[config.mk]
export PLATFORM = sky130hd
export DESIGN_NAME = flash_block_write_protection
export DESIGN_NICKNAME = d
export VERILOG_FILES = /design/src/core/write_protect_pkg.sv /design/src/core/flash_block_write_protection.sv
export SDC_FILE = /design/constraint.sdc
export NUM_CORES = 1
export LEC_CHECK = 0
export BUFFER_PORTS_ARGS = -buffer_cell sky130_fd_sc_hd__buf_2
export CORE_ASPECT_RATIO = 1.2
export CORE_MARGIN = 8
export CORE_UTILIZATION = 51
export CTS_CLUSTER_DIAMETER = 40
export CTS_CLUSTER_SIZE = 40
export DETAILED_ROUTE_END_ITERATION = 12
export GPL_TIMING_DRIVEN = 0
export PLACE_DENSITY = 0.88
export SLEW_MARGIN = 20
export SYNTH_ARGS = -nofsm -noshare
export SYNTH_HDL_FRONTEND = slang
export SYNTH_SLANG_ARGS = --single-unit
[constraint.sdc]
create_clock -name core_clk -period 4.7 [get_ports core_clk]
set_input_delay 0.94 -clock core_clk [delete_from_list [all_inputs] [get_ports core_clk]]
set_output_delay 0.94 -clock core_clk [all_outputs]
set_load 0.01 [all_outputs]
[src/core/write_protect_pkg.sv]
// package for the flash write-protection block
// assumes a single 20 MHz core clock and an apb master
package write_protect_pkg;
   localparam logic [7:0] CMD_WRITE_LATCH_SET = 8'h06;
   localparam logic [7:0] CMD_WRITE_LATCH_CLR = 8'h04;
   localparam logic [7:0] CMD_VOLATILE_SR_EN = 8'h50;
   localparam logic [7:0] CMD_STATUS_WRITE = 8'h01;
   localparam logic [7:0] CMD_CHIP_ERASE_A = 8'hc7;
   localparam logic [7:0] CMD_CHIP_ERASE_B = 8'h60;
   localparam logic [7:0] CMD_PAGE_PROGRAM = 8'h02;
   localparam logic [7:0] CMD_SECTOR_ERASE = 8'h20;
   localparam logic [7:0] CMD_BLOCK_ERASE = 8'hd8;
   localparam logic [7:0] CMD_FUNC_WRITE = 8'h42;
   localparam logic [7:0] CMD_VOL_PARAM_ALT = 8'hc0;
   localparam logic [7:0] CMD_VOL_BANK_ALT = 8'h17;
   localparam logic [7:0] CMD_VOL_PARAM = 8'h63;
   localparam logic [7:0] CMD_VOL_BANK = 8'hc5;
   // apb map
   localparam logic [7:0] ADDR_STATUS = 8'h00;
   localparam logic [7:0] ADDR_COMMAND = 8'h04;
   localparam logic [7:0] ADDR_TARGET = 8'h08;
   localparam logic [7:0] ADDR_CONFIG = 8'h0c;
   localparam logic [7:0] ADDR_RESULT = 8'h10;
   localparam logic [7:0] ADDR_RANGE = 8'h14;
   // status fields
   localparam int SR_LATCH = 1;
   localparam int SR_CODE_LO = 2;
   localparam int SR_QUAD = 6;
   localparam int SR_LOCK = 7;
   localparam logic [7:0] SR_WRITABLE_MASK = 8'hfc;
   localparam logic [7:0] SR_RESET = 8'h00;
   // config fields
   localparam int CFG_TOP_BOTTOM = 0;
   localparam int CFG_BIG_BLOCK = 1;
   // result fields
   localparam int RES_DONE = 0;
   localparam int RES_ACCEPTED = 1;
   localparam int RES_PROTECTED = 2;
   localparam int RES_NO_LATCH = 3;
   localparam int RES_LOCKED = 4;
   // geometry
   localparam logic [10:0] BLOCKS_SMALL = 11'd1024;
   localparam logic [10:0] BLOCKS_BIG = 11'd256;
   localparam int ADDR_W = 26;
   localparam int SMALL_SHIFT = 16;
   localparam int BIG_SHIFT = 18;
   localparam logic [3:0] CODE_FULL_BIG = 4'h9;
   localparam logic [3:0] CODE_LAST_SINGLE = 4'h9;
   localparam int CMD_DATA_LO = 8;
   localparam int PARAM_RESET_SEL = 7;
   localparam int PIN_TWO = 0;
   localparam int PIN_THREE = 1;
   typedef enum logic [1:0] {OP_NONE, OP_PROGRAM, OP_NVWRITE, OP_OTHER} op_class_type;
endpackage : write_protect_pkg

[src/core/flash_block_write_protection.sv]
// flash block write-protection with command gating and apb registers
// assumes commands arrive as apb writes; pins are asynchronous
`timescale 1ns/1ps
`default_nettype none

// Behaviour
// - volatile status write happens only right after the volatile-enable command
// - alternate volatile param and bank commands need no write latch
// - protect code selects region; program or erase inside it inhibited
// - whole chip erase ignored unless protect code is zero
// - lock bit zero lets status writes through regardless of protect pin
// - lock set and pin low: lock, quad, code read-only, write ignored
// - lock set and pin high: status write still allowed
// - quad zero: shared pins are protect input and hold/reset input
// - quad one: shared pins become data lines two and three
// - 64KB codes 0..9 protect none then 1..256 blocks from selected end
// - 64KB codes 10..15 protect 512,768,896,960,992,1024 blocks
// - 256KB codes 0..8 protect none to 128 blocks; 9 upward all
// - top/bottom select defaults top; once bottom it stays bottom
// - program, erase, nv writes need latch; latch clears on completion
module flash_block_write_protection
   import write_protect_pkg::*;
(
   input wire logic core_clk,
   input wire logic srst,
   input wire logic psel,
   input wire logic penable,
   input wire logic pwrite,
   input wire logic [7:0] paddr,
   input wire logic [31:0] pwdata,
   output logic [31:0] prdata,
   output logic pready,
   output logic pslverr,
   input wire logic shared_pin_two_in,
   input wire logic shared_pin_three_in,
   output logic shared_pin_two_out,
   output logic shared_pin_two_oe,
   output logic shared_pin_three_out,
   output logic shared_pin_three_oe,
   input wire logic [1:0] quad_data_out,
   input wire logic [1:0] quad_data_oe,
   output logic [1:0] quad_data_in,
   output logic hold_active,
   output logic reset_request
);

   // ------------------------------------------------------------
   // functions
   // ------------------------------------------------------------
   function automatic logic [10:0] protected_count(input logic [3:0] code, input logic big);
      logic [10:0] n;
      n = 11'd0;
      if (big) begin
         if (code >= CODE_FULL_BIG) begin
            n = BLOCKS_BIG;
         end else if (code != 4'h0) begin
            n = 11'(11'd1 << (code - 4'h1));
         end
      end else begin
         case (code)
            4'ha, 4'hb, 4'hc, 4'hd, 4'he: n = BLOCKS_SMALL - (BLOCKS_SMALL >> (code - CODE_LAST_SINGLE));
            4'hf: n = BLOCKS_SMALL;
            4'h0: n = 11'd0;
            default: n = 11'(11'd1 << (code - 4'h1));
         endcase
      end
      return n;
   endfunction : protected_count

   function automatic logic in_region(input logic [ADDR_W-1:0] addr, input logic [3:0] code,
         input logic big, input logic bottom);
      logic [10:0] blk;
      logic [10:0] n;
      logic [10:0] total;
      blk = big ? 11'(addr >> BIG_SHIFT) : 11'(addr >> SMALL_SHIFT);
      n = protected_count(code, big);
      total = big ? BLOCKS_BIG : BLOCKS_SMALL;
      if (bottom) begin
         in_region = blk < n;
      end else begin
         in_region = blk >= (total - n);
      end
      if (n == 11'd0) begin
         in_region = 1'b0;
      end
   endfunction : in_region

   function automatic logic write_hit(input logic sel, input logic en, input logic wr,
         input logic [7:0] addr, input logic [7:0] target);
      return sel && en && wr && (addr == target);
   endfunction : write_hit

   function automatic logic addr_mapped(input logic [7:0] addr);
      case (addr)
         ADDR_STATUS, ADDR_COMMAND, ADDR_TARGET, ADDR_CONFIG, ADDR_RESULT, ADDR_RANGE: return 1'b1;
         default: return 1'b0;
      endcase
   endfunction : addr_mapped

   // ------------------------------------------------------------
   // pin synchronisers
   // ------------------------------------------------------------
   logic [1:0] pin_meta_r;
   logic [1:0] pin_sync_r;
   always_ff @(posedge core_clk) begin
      if (srst) begin
         pin_meta_r <= 2'b11;
      end else begin
         pin_meta_r <= {shared_pin_three_in, shared_pin_two_in};
      end
   end

   always_ff @(posedge core_clk) begin
      if (srst) begin
         pin_sync_r <= 2'b11;
      end else begin
         pin_sync_r <= pin_meta_r;
      end
   end

   // ------------------------------------------------------------
   // state
   // ------------------------------------------------------------
   logic [7:0] status_r;
   logic bottom_r;
   logic big_r;
   logic vol_enable_r;
   logic [ADDR_W-1:0] target_r;
   logic [4:0] result_r;
   logic [7:0] vol_param_r;

   wire logic [3:0] code = status_r[SR_CODE_LO +: 4];
   wire logic quad = status_r[SR_QUAD];
   wire logic protect_pin_n = quad ? 1'b1 : pin_sync_r[PIN_TWO];

   // ------------------------------------------------------------
   // command classes
   // ------------------------------------------------------------
   wire logic cmd_wr = write_hit(psel, penable, pwrite, paddr, ADDR_COMMAND);
   wire logic cfg_wr = write_hit(psel, penable, pwrite, paddr, ADDR_CONFIG);
   wire logic target_wr = write_hit(psel, penable, pwrite, paddr, ADDR_TARGET);
   wire logic [7:0] cmd = pwdata[7:0];
   wire logic [7:0] cmd_data = pwdata[CMD_DATA_LO +: 8];
   wire logic is_latch_set = cmd == CMD_WRITE_LATCH_SET;
   wire logic is_latch_clr = cmd == CMD_WRITE_LATCH_CLR;
   wire logic is_status_wr = cmd == CMD_STATUS_WRITE;
   wire logic hold_pin_low = !quad && !pin_sync_r[PIN_THREE];
   wire logic reset_selected = vol_param_r[PARAM_RESET_SEL];
   wire logic latch = status_r[SR_LATCH];
   wire logic sr_locked = status_r[SR_LOCK] && !protect_pin_n;

   op_class_type op;
   always_comb begin
      case (cmd)
         CMD_PAGE_PROGRAM: op = OP_PROGRAM;
         CMD_SECTOR_ERASE: op = OP_PROGRAM;
         CMD_BLOCK_ERASE: op = OP_PROGRAM;
         CMD_CHIP_ERASE_A: op = OP_PROGRAM;
         CMD_CHIP_ERASE_B: op = OP_PROGRAM;
         CMD_STATUS_WRITE: op = OP_NVWRITE;
         CMD_FUNC_WRITE: op = OP_NVWRITE;
         CMD_VOL_PARAM: op = OP_NVWRITE;
         CMD_VOL_BANK: op = OP_NVWRITE;
         CMD_VOL_PARAM_ALT: op = OP_OTHER;
         CMD_VOL_BANK_ALT: op = OP_OTHER;
         default: op = OP_NONE;
      endcase
   end

   // ------------------------------------------------------------
   // command decision
   // ------------------------------------------------------------
   logic accept;
   logic deny_prot;
   logic deny_latch;
   logic deny_lock;
   logic is_chip;
   logic vol_status;
   always_comb begin
      is_chip = (cmd == CMD_CHIP_ERASE_A) || (cmd == CMD_CHIP_ERASE_B);
      vol_status = (cmd == CMD_STATUS_WRITE) && vol_enable_r;
      deny_latch = (op != OP_NONE) && (op != OP_OTHER) && !latch && !vol_status;
      deny_prot = 1'b0;
      deny_lock = 1'b0;
      if (is_chip) begin
         deny_prot = code != 4'h0;
      end else if (op == OP_PROGRAM) begin
         deny_prot = in_region(target_r, code, big_r, bottom_r);
      end
      if (cmd == CMD_STATUS_WRITE) begin
         deny_lock = sr_locked;
      end
      accept = !deny_latch && !deny_prot && !deny_lock;
   end

   // ------------------------------------------------------------
   // status register
   // ------------------------------------------------------------
   always_ff @(posedge core_clk) begin
      if (srst) begin
         status_r <= SR_RESET;
      end else if (cmd_wr) begin
         if (is_latch_set) begin
            status_r[SR_LATCH] <= 1'b1;
         end else if (is_latch_clr) begin
            status_r[SR_LATCH] <= 1'b0;
         end else if (accept && (op != OP_NONE)) begin
            if (is_status_wr) begin
               status_r[SR_LOCK:SR_CODE_LO] <= cmd_data[SR_LOCK:SR_CODE_LO];
            end
            if (!vol_status && op != OP_OTHER) begin
               status_r[SR_LATCH] <= 1'b0;
            end
         end
      end
   end

   // ------------------------------------------------------------
   // volatile status write enable: valid for the very next command
   // ------------------------------------------------------------
   always_ff @(posedge core_clk) begin
      if (srst) begin
         vol_enable_r <= 1'b0;
      end else if (cmd_wr) begin
         vol_enable_r <= (cmd == CMD_VOLATILE_SR_EN);
      end
   end

   // ------------------------------------------------------------
   // volatile parameter copy updated by alternate commands
   // ------------------------------------------------------------
   always_ff @(posedge core_clk) begin
      if (srst) begin
         vol_param_r <= 8'h00;
      end else if (cmd_wr && accept && (op == OP_OTHER)) begin
         vol_param_r <= cmd_data;
      end
   end

   // ------------------------------------------------------------
   // result of last command
   // ------------------------------------------------------------
   logic [4:0] result_nxt;
   always_comb begin
      result_nxt = '0;
      result_nxt[RES_DONE] = 1'b1;
      result_nxt[RES_ACCEPTED] = accept;
      result_nxt[RES_PROTECTED] = deny_prot;
      result_nxt[RES_NO_LATCH] = deny_latch;
      result_nxt[RES_LOCKED] = deny_lock;
   end

   always_ff @(posedge core_clk) begin
      if (srst) begin
         result_r <= 5'h00;
      end else if (cmd_wr) begin
         result_r <= result_nxt;
      end
   end

   // ------------------------------------------------------------
   // configuration and target
   // ------------------------------------------------------------
   always_ff @(posedge core_clk) begin
      if (srst) begin
         bottom_r <= 1'b0;
      end else if (cfg_wr) begin
         bottom_r <= bottom_r | pwdata[CFG_TOP_BOTTOM];
      end
   end

   always_ff @(posedge core_clk) begin
      if (srst) begin
         big_r <= 1'b0;
      end else if (cfg_wr) begin
         big_r <= pwdata[CFG_BIG_BLOCK];
      end
   end

   always_ff @(posedge core_clk) begin
      if (srst) begin
         target_r <= '0;
      end else if (target_wr) begin
         target_r <= pwdata[ADDR_W-1:0];
      end
   end

   // ------------------------------------------------------------
   // shared pins
   // ------------------------------------------------------------
   always_comb begin
      shared_pin_two_out = quad_data_out[0];
      shared_pin_three_out = quad_data_out[1];
      shared_pin_two_oe = quad && quad_data_oe[0];
      shared_pin_three_oe = quad && quad_data_oe[1];
      quad_data_in = quad ? pin_sync_r : 2'b00;
      hold_active = hold_pin_low && !reset_selected;
      reset_request = hold_pin_low && reset_selected;
   end

   // ------------------------------------------------------------
   // apb answer: ready and error for reads and writes
   // ------------------------------------------------------------
   logic mapped;
   always_comb begin
      mapped = addr_mapped(paddr);
      pready = 1'b1;
      pslverr = psel && penable && !mapped;
   end

   // ------------------------------------------------------------
   // read words
   // ------------------------------------------------------------
   logic [31:0] status_word;
   logic [31:0] target_word;
   logic [31:0] config_word;
   logic [31:0] result_word;
   logic [31:0] range_word;
   always_comb begin
      status_word = {23'h0, protect_pin_n, status_r};
      target_word = {6'h0, target_r};
      config_word = {30'h0, big_r, bottom_r};
      result_word = {27'h0, result_r};
      range_word = {21'h0, protected_count(code, big_r)};
   end

   always_ff @(posedge core_clk) begin
      if (srst) begin
         prdata <= 32'h0000_0000;
      end else if (psel && !penable && !pwrite) begin
         case (paddr)
            ADDR_STATUS: prdata <= status_word;
            ADDR_TARGET: prdata <= target_word;
            ADDR_CONFIG: prdata <= config_word;
            ADDR_RESULT: prdata <= result_word;
            ADDR_RANGE: prdata <= range_word;
            default: prdata <= 32'h0000_0000;
         endcase
      end
   end

endmodule : flash_block_write_protection
`default_nettype wire

Yosys cells after proc, flatten, opt, wreduce, memory -nomap -nowiden
Cells that the tools add are included.

cells by class
  bitwise logic cells = 3
  eq/ne operators = 28
  $add $sub $neg = 4
  shift-type cells = 2
  div/mod/pow operators = 0
  $lt $le $gt $ge = 3
  reductions and logical operators = 51
  $mul = 0
  multiplexer cells = 22

operators by type and width
  kind                    count
  $pmux 26 s5             1
  $mux 11                 6
  $pmux 11 s3             1
  $eq 8x7->1 const B      4
  $eq 8x8->1 const B      4
  $eq 4x4->1 const B      6
  $eq 8x3->1 const B      3
  $eq 8x5->1 const B      3
  $logic_and 1x1->1       24
  $eq 8x4->1 const B      2
  $logic_not 1->1         12
  $ge 10x11->1            1
  $logic_not 11->1        1
  $lt 10x11->1            1
  $mux 1                  11
  $shl 1x4->11 const A    1
  $shr 11x4->11 const A   1
  $sub 11x11->11          1
  $sub 11x11->11 const A  1
  $mux 10                 1
  $reduce_or 5->1         2
  $eq 8x1->1 const B      1
  $eq 8x2->1 const B      1
  $eq 8x6->1 const B      1
  other kinds (21)        23

storage, ports and cells
  input port bits = 51
  bits in writable memories = 0
  output and inout bits = 42
  logic and storage cells = 124
  bits in registers = 85
  memory bits (read-only) = 0
  memories kept = 0
  latch bits = 0

Longest topological paths before layout
  depth in word-level cells = 20
  mapped depth = 24
  mapped depth without buffers = 21

Least setup slack after synthesis
No wires, ideal clock.

  kind = register to register
  start = register status_r[3]
  end = register status_r[2]
  clock period less this slack = 4.564 ns
  buffers on the path = 3
  library setup time = 0.072 ns
  slack = 0.136 ns
  stages on the path, launching flop included = 22
  arrival = 4.493 ns
  required time = 4.628 ns
  cell sequence = dfxtp_1 buf_6 buf_2 buf_2 nor2_1 ha_1 and3b_1 nand2_1 ha_1 o21ai_0 nor3_1 a31oi_1 a211oi_1 ha_1 xor2_1 ha_1 nor4_1 nand2_1 o21a_1 o211a_1 a211oi_4 mux2i_1

on the way
  cells in the longest elaborated chain, start to end = 18
  elaborated cells between the ends (all ways) = 34
  those cells by class = 4 x add/sub; 3 x order compare; 6 x eq/ne; 2 x shift; 10 x mux; 9 x reduce/logical

RTL lines
  element                                               line                                                                                                        text
  from (decl)                                           flash_block_write_protection.sv:124                                                                         logic [7:0] status_r;
  from (signal, indexed assignment)                     flash_block_write_protection.sv:209                                                                         status_r[SR_LOCK:SR_CODE_LO] <= cmd_data[SR_LOCK:SR_CODE_LO];
  $sub 4x4->4 / $sub 4x1->4 (equally long branches)     flash_block_write_protection.sv:61, flash_block_write_protection.sv:57, flash_block_write_protection.sv:64
  $shr 11x4->11 / $shl 1x4->11 (equally long branches)  flash_block_write_protection.sv:61, flash_block_write_protection.sv:57, flash_block_write_protection.sv:64
  $sub 11x11->11 / $mux 11 (equally long branches)      flash_block_write_protection.sv:61, flash_block_write_protection.sv:56
  $pmux 11 s3 / $mux 11 (equally long branches)         flash_block_write_protection.sv:60, flash_block_write_protection.sv:54
  $mux 11                                               flash_block_write_protection.sv:53                                                                          if (big) begin
  $mux 11                                               flash_block_write_protection.sv:187                                                                         end else if (op == OP_PROGRAM) begin
  $mux 11                                               flash_block_write_protection.sv:185                                                                         if (is_chip) begin
  $sub 11x11->11                                        flash_block_write_protection.sv:81                                                                          in_region = blk >= (total - n);
  $ge 10x11->1                                          flash_block_write_protection.sv:81
  $mux 1                                                flash_block_write_protection.sv:78                                                                          if (bottom) begin
  $mux 1                                                flash_block_write_protection.sv:83                                                                          if (n == 11'd0) begin
  $mux 1                                                flash_block_write_protection.sv:187
  $mux 1 (*)                                            flash_block_write_protection.sv:185
  $logic_not 1->1 (*)                                   flash_block_write_protection.sv:193                                                                         accept = !deny_latch && !deny_prot && !deny_lock;
  $logic_and 1x1->1 (*) (2 in a row)                    flash_block_write_protection.sv:193
  $logic_and 1x1->1 (*)                                 flash_block_write_protection.sv:207                                                                         end else if (accept && (op != OP_NONE)) begin
  $reduce_and 5->1 (no line) (*)                        -

Every way passes the cells marked *; elsewhere a longest branch is shown, timed or not. The select of a mux whose other input is x is not followed.
A chain may end at the register's enable or synchronous reset.

Worst setup path after layout
  start = register status_r[4]
  end = register status_r[4]

Same word-level chain as after synthesis.

==> results.json <==
{
  "cp_max_fo": 10,
  "instances_no_fill": 864,
  "netlist_instances": 632,
  "fin_util_pct": 64.3,
  "ys_seq_area_share_pct": 29.9,
  "cp-start-kind": "flip-flop",
  "gp_congestion": 1.01,
  "finalPower_mw": 1.49,
  "p_sw_share_pct": 20.7,
  "crit_path_end_kind": "flip-flop",
  "power_density_nw_per_um2": 247,
  "max_stage_delay_ns": 0.35,
  "min_period_over_period_pct": 97.1,
  "die_area_um2": 12800,
  "cts_root_buf": "clkbuf_16",
  "routed_via_density": 6.11,
  "io_pins": 93,
  "status": "finished clean",
  "ff2ff_path_depth": 22,
  "finalInstanceArea_um2": 6020,
  "crit_type": "flip-flop to flip-flop",
  "seq_area_um2": 1440,
  "wl_per_cell_um": 18.6,
  "drt_wl_total_mm": 16.1,
  "antenna_found_initial": 0,
  "seqPwrFrac_pct": 41.4,
  "ir_drop_mv": 0.339,
  "worst_slack_ns": 0.137,
  "ctsLongestPathBuffers": 2,
  "grt_max_degree": 13,
  "setup_viol": 0,
  "clk_latency_ns": 0.33,
  "die_w_um": 105,
  "ant_nets": 0,
  "row_count": 39,
  "final_cell_mix": "98 x nand2_1, 75 x buf_2, 70 x dfxtp_1, 59 x a21oi_1, 41 x nor2_1",
  "cts-htree-levels": 3,
  "syn_area_um2": 4820,
  "nets": 815,
  "ys_warn_count": 0,
  "fin_crit_ns": 4.56,
  "clkSlewWorstSetupHoldPaths_ns": 0.05,
  "post_route_cells_drive_above_1_share_pct": 23.3,
  "area_delta_synth_final_pct": 24.8,
  "synthArstFlopShare_pct": 0,
  "relSlewSlack_pct": 45.6,
  "grt_pass1_vias": 5234,
  "drc": 0,
  "hold_path.class": "flip-flop to flip-flop",
  "synth-seq-cells": 72,
  "p_clk_share_pct": 53.1,
  "hold_viol_final": 0,
  "dr.pass1.iters": 6,
  "nFillCells": 771,
  "cts_made_buffers": 9,
  "ys.flop_type": "dfxtp_1",
  "clock.fmax_mhz": 219,
  "pre_cts_slack_ns": -1.06,
  "worstPathCellList": "buf_6, buf_6, clkinvlp_4, ha_4, and3b_2, nand2_1, ha_2, o21ai_2, nor3_2, buf_4, and3_1, a211oi_2, ha_1, xor2_1, ha_1, nor4_2, nand2_1, o21a_1, o211a_4, a211oi_4, buf_6, mux2i_1",
  "portBuffers": 71,
  "dp_hpwl_mm": 11.8,
  "maxCapViolations": 0,
  "core_region_area_um2": 9370,
  "initial_utilization_pct": 51.5,
  "crit_top_cell": "buf_6",
  "finClkSkew_ns": 0.00463,
  "p_comb_share_pct": 5.5,
  "via_count": 5282,
  "clock-sinks": 72,
  "postSynthAreaPerCell_um2": 7.63,
  "whs_path_depth": 1,
  "grt_pass1_wl_mm": 25.4,
  "grt_use_total_pct": 24.3,
  "switchingPower_uw": 308,
  "mostFrequentLayoutCell": "nand2_1",
  "ys_types": 73,
  "placed_area_um2": 5350,
  "tritoncts": "yes",
  "critical-path-slowest-cell": "dfxtp_1",
  "maxSlewViolCount": 0,
  "p_leak_nw": 2.41,
  "insertedDiodeCount": 0,
  "synth_edf_count": 0,
  "place_inst": 831,
  "p_int_mw": 1.18,
  "drt_iter0_drc": 640,
  "die_y_um": 123,
  "grt-ovfl-total": 0,
  "critPathRequiredTime_ns": 4.96,
  "worstMarginPinSlew_ns": 0.814,
  "hold_buffers": 0,
  "multiInputGateArea_um2": 3220,
  "cp.arrival_ns": 4.82
}
==> cells by family after synthesis <==
family | synth area share, %
flops | 29.9
mux | 4.59
other cells | 0.156
fa+ha+maj | 7.26
buf+inv | 6.59
compound gates | 22.5
simple gates | 27.2
xor+xnor | 1.82
==> power by group through the flow <==
stage / Sequential [mW] / Combinational (mW) / Clock, mW
after floorplan: 0.628 / 0.0452 / 0
after detailed placement: 0.628 / 0.0784 / 0
after global placement: 0.628 / 0.0759 / 0
final: 0.615 / 0.0819 / 0.789
after CTS: 0.615 / 0.0798 / 0.787
after global routing: 0.615 / 0.0885 / 0.815
==> cells in the mapped netlist (all sizes together) (4+ instances only) <==
cell type / instances / area [um^2]
and3: 7 / 43.8
o21a: 6 / 45.0
dfxtp: 72 / 1440
inv: 16 / 60.1
nor4: 7 / 50.1
nand3: 29 / 145
mux2: 9 / 101
or3: 4 / 25.0
buf: 22 / 145
o211a: 4 / 40.0
or2: 6 / 37.5
nor3b: 4 / 30.0
nand2: 99 / 372
nor3: 11 / 55.1
mux2i: 12 / 120
clkbuf: 30 / 113
a211oi: 8 / 72.6
a21oi: 60 / 300
nor2: 43 / 161
o21ai: 26 / 130
a21boi: 4 / 37.5
nand2b: 20 / 125
a22oi: 17 / 128
a31oi: 9 / 62.6
nor2b: 9 / 56.3
and2: 9 / 58.8
xnor2: 6 / 52.6
ha: 28 / 350
xor2: 4 / 35.0
o31ai: 4 / 30.0
==> path summary, 6_finish.rpt <==
check                start             to  slack [ns]
max            status_r[4]    status_r[4]        0.14
min          pin_meta_r[0]  pin_sync_r[0]        0.41
max reg2reg    status_r[4]    status_r[4]        0.14
min reg2reg  pin_meta_r[0]  pin_sync_r[0]        0.41
==> flip-flops by register name, indices dropped and copies added (netlist names) <==
register	flops
big_r	1
bottom_r	1
pin_meta_r	2
pin_sync_r	2
prdata	26
result_r	5
status_r	7
target_r	26
vol_enable_r	1
vol_param_r	1
==> through the flow <==
| step | TNS [ns] | hold slack, ns |
|---|---|---|
| 3_5_place_dp | -9.60 | 0.403 |
| 4_1_cts | 0 | 0.416 |
| 2_1_floorplan | 0 | 0.389 |
| 3_3_place_gp | -9.54 | 0.393 |
| 6_report | 0 | 0.410 |
| 5_1_grt | -0.175 | 0.418 |
==> worst max-delay path: cells and delay by family, from the launching register on <==
| family | cells | cell delay (ns) |
|---|---|---|
| adders and majority gates | 4 | 1.05 |
| xor gates and xnor gates | 1 | 0.18 |
| DFF | 1 | 0.35 |
| muxes | 1 | 0.19 |
| and+or+nand+nor | 6 | 0.93 |
| AOI/OAI and AO/OA | 5 | 0.99 |
| buffers and inverters | 5 | 0.80 |
==> what timing repair did <==
item / in CTS / in global routing
pin swaps: 7 / 8
resized for setup: 20 / 30
endpoints found under the setup margin: 10 / 10
setup buffers: 9 / 9
==> layout make-up <==
type                            count  share of cell area (%)
Clock inverter                      5                    1.72
Tap cell                          123                    2.56
Clock buffer                       11                    4.03
Sequential cell                    72                    24.0
Buffer                             51                    4.86
Timing Repair Buffer               89                    8.27
Inverter                           16                    1.06
Multi-Input combinational cell    497                    53.5
==> routing by layer <==
layer | GRT usage (%) | vias to the layer above | routed length, um
met3 | 5.93 | 64 | 1370
met2 | 42.4 | 303 | 7860
li1 | - | 2451 | -
met4 | 12.9 | 0 | 719
met1 | 27.1 | 2464 | 6120
met5 | 0 | - | 0
No activity file was read; power rests on OpenSTA's default activity.
